--- src/hdl/dram_hit_defs.vh ---
`ifndef DRAM_HIT_DEFS_VH
`define DRAM_HIT_DEFS_VH
// Register byte addresses
`define ADDR_MASK_0 8'h00
`define ADDR_MASK_1 8'h04
`define ADDR_BASE_0 8'h08
`define ADDR_BASE_1 8'h0c
`define ADDR_INT_STATUS 8'h10
`define ADDR_INT_MASK 8'h14
`define ADDR_HIT_STATUS 8'h18
// Mask register fields
`define MASK_REGION_HI 31
`define MASK_REGION_LO 18
`define MASK_WP_BIT 8
`define MASK_CI_BIT 6
`define MASK_AMST_BIT 5
`define MASK_SUP_FETCH_BIT 4
`define MASK_SUP_DATA_BIT 3
`define MASK_USR_FETCH_BIT 2
`define MASK_USR_DATA_BIT 1
`define MASK_VALID_BIT 0
// Writable bits; reserved 17..9 and 7 read zero
`define MASK_WRITABLE 32'hfffc017f
`define MASK_RESET 32'h00000000
`define BASE_RESET 32'h00000000
// Access type encoding
`define TYPE_CI 3'h0
`define TYPE_AMST 3'h1
`define TYPE_SUP_FETCH 3'h2
`define TYPE_SUP_DATA 3'h3
`define TYPE_USR_FETCH 3'h4
`define TYPE_USR_DATA 3'h5
// Interrupt status bits
`define INT_WP_0 0
`define INT_WP_1 1
`define INT_ACC_ERR 2
// External bus acknowledge timeout in cycles
`define EXT_ACK_TIMEOUT 8'h10
`endif

--- src/hdl/block_hit_compare.v ---
`include "dram_hit_defs.vh"
module block_hit_compare (
  input wire [31:0] addr,
  input wire [2:0] acc_type,
  input wire acc_write,
  input wire [31:0] mask,
  input wire [31:0] base,
  output wire hit,
  output wire wp_refuse
);
  wire [13:0] diff;
  wire addr_ok;
  reg type_masked;
  // Per-bit masking, any pattern
  assign diff = (addr[`MASK_REGION_HI:`MASK_REGION_LO] ^ base[`MASK_REGION_HI:`MASK_REGION_LO])
    & ~mask[`MASK_REGION_HI:`MASK_REGION_LO];
  assign addr_ok = (diff == 14'h0000);
  always @* begin
    case (acc_type)
      `TYPE_CI: type_masked = mask[`MASK_CI_BIT];
      `TYPE_AMST: type_masked = mask[`MASK_AMST_BIT];
      `TYPE_SUP_FETCH: type_masked = mask[`MASK_SUP_FETCH_BIT];
      `TYPE_SUP_DATA: type_masked = mask[`MASK_SUP_DATA_BIT];
      `TYPE_USR_FETCH: type_masked = mask[`MASK_USR_FETCH_BIT];
      `TYPE_USR_DATA: type_masked = mask[`MASK_USR_DATA_BIT];
      default: type_masked = 1'b1;
    endcase
  end
  // Qualified hit and write-lock refusal
  assign hit = addr_ok & ~type_masked & mask[`MASK_VALID_BIT]
    & ~(acc_write & mask[`MASK_WP_BIT]);
  assign wp_refuse = addr_ok & ~type_masked & mask[`MASK_VALID_BIT]
    & acc_write & mask[`MASK_WP_BIT];
endmodule

--- src/hdl/dram_block_hit_mask_decode.v ---
`include "dram_hit_defs.vh"
// Summary of operation
// - Mask bit one drops address bit compare
// - Each mask bit acts independently
// - Locked block refuses writes, raises exception
// - Refused write goes to chip-select decode unless an earlier one is pending
// - Chip-select miss issues external bus cycle
// - Unacknowledged external cycle raises access exception
// - Access-type mask bit one blocks type
// - Separate CPU-space and DMA master masks
// - One bit masks supervisor instruction fetch
// - Supervisor data, user code, user data
// - Valid clear at reset blocks decoding
module dram_block_hit_mask_decode (
  input wire mclk,
  input wire nrst,
  input wire [7:0] reg_addr,
  input wire [31:0] reg_wdata,
  input wire reg_wr,
  input wire reg_rd,
  output reg [31:0] reg_rdata,
  input wire acc_valid,
  input wire [31:0] acc_addr,
  input wire [2:0] acc_type,
  input wire acc_write,
  input wire cs_hit,
  input wire ext_ack,
  output reg hit_0,
  output reg hit_1,
  output reg addr_exception,
  output reg cs_request,
  output reg ext_cycle,
  output reg access_exception,
  output reg irq
);
  reg [31:0] mask_0_reg;
  reg [31:0] mask_1_reg;
  reg [31:0] base_0_reg;
  reg [31:0] base_1_reg;
  reg [2:0] int_status_reg;
  reg [2:0] int_mask_reg;
  reg [1:0] last_hit_reg;
  reg wait_cs_reg;
  reg wait_ack_reg;
  reg [7:0] ack_count_reg;
  reg ack_sync1_reg;
  reg ack_sync2_reg;
  reg [2:0] int_set;
  wire raw_hit_0;
  wire raw_hit_1;
  wire wp_0;
  wire wp_1;
  wire [31:0] wdata_clean;

  block_hit_compare cmp_0 (
    .addr(acc_addr),
    .acc_type(acc_type),
    .acc_write(acc_write),
    .mask(mask_0_reg),
    .base(base_0_reg),
    .hit(raw_hit_0),
    .wp_refuse(wp_0)
  );

  block_hit_compare cmp_1 (
    .addr(acc_addr),
    .acc_type(acc_type),
    .acc_write(acc_write),
    .mask(mask_1_reg),
    .base(base_1_reg),
    .hit(raw_hit_1),
    .wp_refuse(wp_1)
  );

  // Reserved bits forced clear
  assign wdata_clean = reg_wdata & `MASK_WRITABLE;

  // Acknowledge arrives from outside logic
  always @(posedge mclk or negedge nrst) begin
    if (!nrst) begin
      ack_sync1_reg <= 1'b0;
      ack_sync2_reg <= 1'b0;
    end else begin
      ack_sync1_reg <= ext_ack;
      ack_sync2_reg <= ack_sync1_reg;
    end
  end

  // Register writes; valid cleared at reset
  always @(posedge mclk or negedge nrst) begin
    if (!nrst) begin
      mask_0_reg <= `MASK_RESET;
      mask_1_reg <= `MASK_RESET;
      base_0_reg <= `BASE_RESET;
      base_1_reg <= `BASE_RESET;
      int_mask_reg <= 3'h0;
    end else if (reg_wr) begin
      case (reg_addr)
        `ADDR_MASK_0: mask_0_reg <= wdata_clean;
        `ADDR_MASK_1: mask_1_reg <= wdata_clean;
        `ADDR_BASE_0: base_0_reg <= {reg_wdata[31:18], 18'h00000};
        `ADDR_BASE_1: base_1_reg <= {reg_wdata[31:18], 18'h00000};
        `ADDR_INT_MASK: int_mask_reg <= reg_wdata[2:0];
        default: int_mask_reg <= int_mask_reg;
      endcase
    end
  end

  // Access qualification and refused-write sequence
  always @(posedge mclk or negedge nrst) begin
    if (!nrst) begin
      hit_0 <= 1'b0;
      hit_1 <= 1'b0;
      addr_exception <= 1'b0;
      cs_request <= 1'b0;
      ext_cycle <= 1'b0;
      access_exception <= 1'b0;
      last_hit_reg <= 2'h0;
      wait_cs_reg <= 1'b0;
      wait_ack_reg <= 1'b0;
      ack_count_reg <= 8'h00;
    end else begin
      hit_0 <= acc_valid & raw_hit_0;
      hit_1 <= acc_valid & raw_hit_1 & ~raw_hit_0;
      addr_exception <= acc_valid & (wp_0 | wp_1);
      cs_request <= 1'b0;
      ext_cycle <= 1'b0;
      access_exception <= 1'b0;
      if (acc_valid) begin
        last_hit_reg <= {raw_hit_1, raw_hit_0};
      end
      if (acc_valid & (wp_0 | wp_1) & ~wait_cs_reg & ~wait_ack_reg) begin
        cs_request <= 1'b1;
        wait_cs_reg <= 1'b1;
      end else if (wait_cs_reg) begin
        wait_cs_reg <= 1'b0;
        if (!cs_hit) begin
          ext_cycle <= 1'b1;
          wait_ack_reg <= 1'b1;
          ack_count_reg <= `EXT_ACK_TIMEOUT;
        end
      end else if (wait_ack_reg) begin
        if (ack_sync2_reg) begin
          wait_ack_reg <= 1'b0;
        end else if (ack_count_reg == 8'h00) begin
          wait_ack_reg <= 1'b0;
          access_exception <= 1'b1;
        end else begin
          ack_count_reg <= ack_count_reg - 8'h01;
        end
      end
    end
  end

  // Sticky interrupt events
  always @* begin
    int_set = 3'h0;
    int_set[`INT_WP_0] = acc_valid & wp_0;
    int_set[`INT_WP_1] = acc_valid & wp_1;
    int_set[`INT_ACC_ERR] = wait_ack_reg & ~ack_sync2_reg & (ack_count_reg == 8'h00);
  end

  always @(posedge mclk or negedge nrst) begin
    if (!nrst) begin
      int_status_reg <= 3'h0;
    end else if (reg_wr && reg_addr == `ADDR_INT_STATUS) begin
      int_status_reg <= (int_status_reg & ~reg_wdata[2:0]) | int_set;
    end else begin
      int_status_reg <= int_status_reg | int_set;
    end
  end

  always @(posedge mclk or negedge nrst) begin
    if (!nrst) begin
      irq <= 1'b0;
    end else begin
      irq <= |(int_status_reg & int_mask_reg);
    end
  end

  // Read data one cycle after strobe
  always @(posedge mclk or negedge nrst) begin
    if (!nrst) begin
      reg_rdata <= 32'h00000000;
    end else if (reg_rd) begin
      case (reg_addr)
        `ADDR_MASK_0: reg_rdata <= mask_0_reg;
        `ADDR_MASK_1: reg_rdata <= mask_1_reg;
        `ADDR_BASE_0: reg_rdata <= base_0_reg;
        `ADDR_BASE_1: reg_rdata <= base_1_reg;
        `ADDR_INT_STATUS: reg_rdata <= {29'h00000000, int_status_reg};
        `ADDR_INT_MASK: reg_rdata <= {29'h00000000, int_mask_reg};
        `ADDR_HIT_STATUS: reg_rdata <= {28'h0000000, wait_ack_reg, wait_cs_reg, last_hit_reg};
        default: reg_rdata <= 32'h00000000;
      endcase
    end else begin
      reg_rdata <= 32'h00000000;
    end
  end
endmodule

--- config.mk ---
export PLATFORM = sky130hd
export DESIGN_NAME = dram_block_hit_mask_decode
export DESIGN_NICKNAME = d
export VERILOG_FILES = /design/src/hdl/block_hit_compare.v /design/src/hdl/dram_block_hit_mask_decode.v
export VERILOG_INCLUDE_DIRS = /design/src /design/src/hdl
export SDC_FILE = /design/constraint.sdc
export NUM_CORES = 1
export LEC_CHECK = 0
export ABC_AREA = 0
export BUFFER_PORTS_ARGS = -buffer_cell sky130_fd_sc_hd__buf_4
export CORE_MARGIN = 1
export CORE_UTILIZATION = 54
export CTS_CLUSTER_DIAMETER = 60
export DETAILED_ROUTE_END_ITERATION = 8
export PLACE_DENSITY = 0.79
export SYNTH_ARGS = -nofsm -noshare
export SYNTH_HDL_FRONTEND = slang
export SYNTH_SLANG_ARGS = --single-unit
export TNS_END_PERCENT = 30
--- constraint.sdc ---
create_clock -name mclk -period 2.4 [get_ports mclk]
set_input_delay 0.12 -clock mclk [delete_from_list [all_inputs] [get_ports mclk]]
set_output_delay 0.12 -clock mclk [all_outputs]
set_load 0.005 [all_outputs]
==> metrics.yaml <==
power:
  combPwrFrac_pct: 7.2
  p_per_area_nw_per_um2: 729.0
  pwr-share-seq_pct: 41.1
  power.leakage_nw: 3.403
  power_frac_clock_pct: 51.6
  irDropWorstVdd_v: 0.0004577
  swShare_pct: 21.03
  p_int_mw: 4.156
  switchingPower_mw: 1.107
final_layout:
  drive_gt1_share_pct: 33.74
  fillers: 631
  final_common_cell: "dfrtp_1"
  syn_to_final_growth_pct: 30.25
  antenna_cells: 0
  fin_nets: 650
  layout_common_cells: "120 x dfrtp_1, 94 x buf_4, 46 x mux2_2"
placement:
  dp_hpwl_um: 8880
  port_buffers: 83
  place_congestion: 0.8196
floorplanning:
  io_pins: 122
  dieArea_um2: 10670
  die_h_um: 103.3
  fp.dieW_um: 103.3
  initial_core_util_pct: 56.19
  rows: 36
  core_area_um2: 9864
drt:
  drt_iter0_drc: 239
  wire_per_inst_um: 19.44
  ant_nets: 0
  num_vias: 4141
  routed_wl_um: 13820
  via_per_inst: 5.824
  drc: 0
  first_pass_iters: 5
cts:
  numCtsBuffers: 17
  clk-insertion-delay-late_ns: 0.53
  cts_buffer_depth: 2
  clk_pin_slew_ns: 0.06
  cts-htree-levels: 4
  postCtsSetupBuffers: 0
  cts_root_buffer: "clkbuf_8"
  clkSinkCount: 120
  cts_tree: "done"
grt:
  grt_use_total_pct: 28.71
  grt_max_degree: 55
  antenna_found_initial: 0
  grt_pass1_wl_um: 21850
  grt_pass1_vias: 4256
  gr-total-overflow: 0
yosys:
  yosys-top-cells-area: "dfrtp_1 54%, mux2_2 9.3%, a22oi_1 5.0%"
  synth.avg_cell_area_um2: 12.51
  synth_top_area_cell: "dfrtp_1"
  ys_types: 52
  synth.top_cell.area_share_pct: 54.18
  syn_area_um2: 5543
  ys_ff_latch: 120
  async_flop_share_pct: 100.0
  yosysWarnings: 0
  ys_seq_area_share_pct: 54.18
  netlist_instances: 443
  synth_edf_count: 0
  yosys_most_used_dff: "dfrtp_1"
critical_path:
  cpMaxStageDelayCell: "or4_4"
  r2r_cells: 5
  cp.arrival_ns: 2.31
  worstSetupStartpointType: "flop"
  worstPathRequired_ns: 2.81
  slowest_delay_ns: 0.60
  cp_cell_sequence: "or4_4 > o311ai_2 > nor2_1 > xnor2_1 > nor2_1"
  setup.worst_path.class: "flop to flop"
  crit_top_cell: "nor2_1"
  cp-end-kind: "flop"
  worstPathMaxFanout: 5
sta:
  finalHoldViolations: 0
  finalCriticalPeriod_ns: 1.896
  tightest_slew_ns: 0.7058
  fin_hold_ws_ns: 0.1388
  setup_viol: 0
  relSlewSlack_pct: 52.95
  skew_ns: 0.005255
  max_freq_mhz: 527.5
  tns_ns: 0
  rsz0062_at_grt: "no"
  slew_violations: 0
  period_share_pct: 78.98
worst_hold_path:
  hold_depth: 5
  hp-class: "input port to flop"
outcome:
  status: "finished clean"
job:
  drv_cap: 0
[cell type report]
| class | instances | area (µm²) | area share (%) |
|---|---|---|---|
| clock buffer | 22 | 462.9 | 6.412 |
| clock inverter | 9 | 170.2 | 2.357 |
| inverter | 11 | 41.29 | 0.5719 |
| multi-input combinational | 293 | 2370 | 32.82 |
| sequential | 120 | 3003 | 41.59 |
| tap | 133 | 166.4 | 2.305 |
| timing repair buffer | 123 | 1006 | 13.93 |
[critical path, delay by kind of cell, from the launching register on]
kind | cells | cell delay, ns
simple gates | 3 | 0.80
compound gates | 1 | 0.34
xor+xnor | 1 | 0.24
flops | 1 | 0.41
[cells in the mapped netlist (all sizes together) (8+ instances only)]
cell,n
dfrtp,120
mux2,76
a22oi,37
xnor2,29
nand2,24
buf,21
nor2,19
a21oi,18
inv,11
o22ai,11
o21ai,8
[path summary, 6_finish.rpt]
kind,from,end,slack (ns)
setup / recovery,ack_count_reg[3]$_DFFE_PN0P_,ack_count_reg[6]$_DFFE_PN0P_,0.50
setup reg to reg,ack_count_reg[3]$_DFFE_PN0P_,ack_count_reg[6]$_DFFE_PN0P_,0.50
min in group asynchronous,nrst,reg_rdata[4]$_DFF_PN0_,0.18
max in group asynchronous,nrst,ack_count_reg[4]$_DFFE_PN0P_,1.50
hold / removal,acc_type[2],hit_1$_DFF_PN0_,0.14
hold reg to reg,ack_sync1_reg$_DFF_PN0_,ack_sync2_reg$_DFF_PN0_,0.36
[what timing repair did]
action,4_1_cts,5_1_grt
hold buffers,28,0
hold endpoints to repair,136,0
resized for setup,0,0
[through the flow]
step           std cells  worst slack, ns  instance area (µm²)  utilization (%)  power [mW]
2_1_floorplan        452           0.6548                 5577                -       2.348
3_3_place_gp         652           0.5453                 6306            63.93       2.517
3_5_place_dp         652           0.5263                 6306            63.93       2.534
4_1_cts              711           0.4989                 7219            73.19       5.278
5_1_grt              711           0.3973                 7219            73.19       5.427
6_report             711           0.5044                 7219            73.19       5.263
[metal layers]
metal,share of wire [%],vias to the layer above,GRT usage (%)
met4,3.1,0,14.84
li1,-,1845,-
met2,50,200,47.13
met1,39,2053,34.43
met3,7.5,43,8.535
met5,0,-,0
[power groups by stage]
stage | logic (mW) | registers, mW | clock network, mW
final | 0.381 | 2.16 | 2.72
after global routing | 0.417 | 2.17 | 2.84
after CTS | 0.381 | 2.16 | 2.73
after detailed placement | 0.339 | 2.19 | 0
after global placement | 0.329 | 2.19 | 0
after floorplan | 0.173 | 2.18 | 0
[logic make-up (layout without fill, tap and decap cells)]
| kind of cell | count (synthesis) | after routing | share of synthesized area (%) |
|---|---|---|---|
| xor+xnor | 33 | 33 | 5.214 |
| flops | 120 | 120 | 54.18 |
| simple gates | 83 | 83 | 8.871 |
| other cells | 1 | 10 | 0.06766 |
| buf+inv | 39 | 165 | 3.680 |
| compound gates | 87 | 87 | 11.11 |
| fa+ha+maj | 1 | 1 | 0.2257 |
| mux | 79 | 79 | 16.66 |
(Power assumes the default switching activity.)
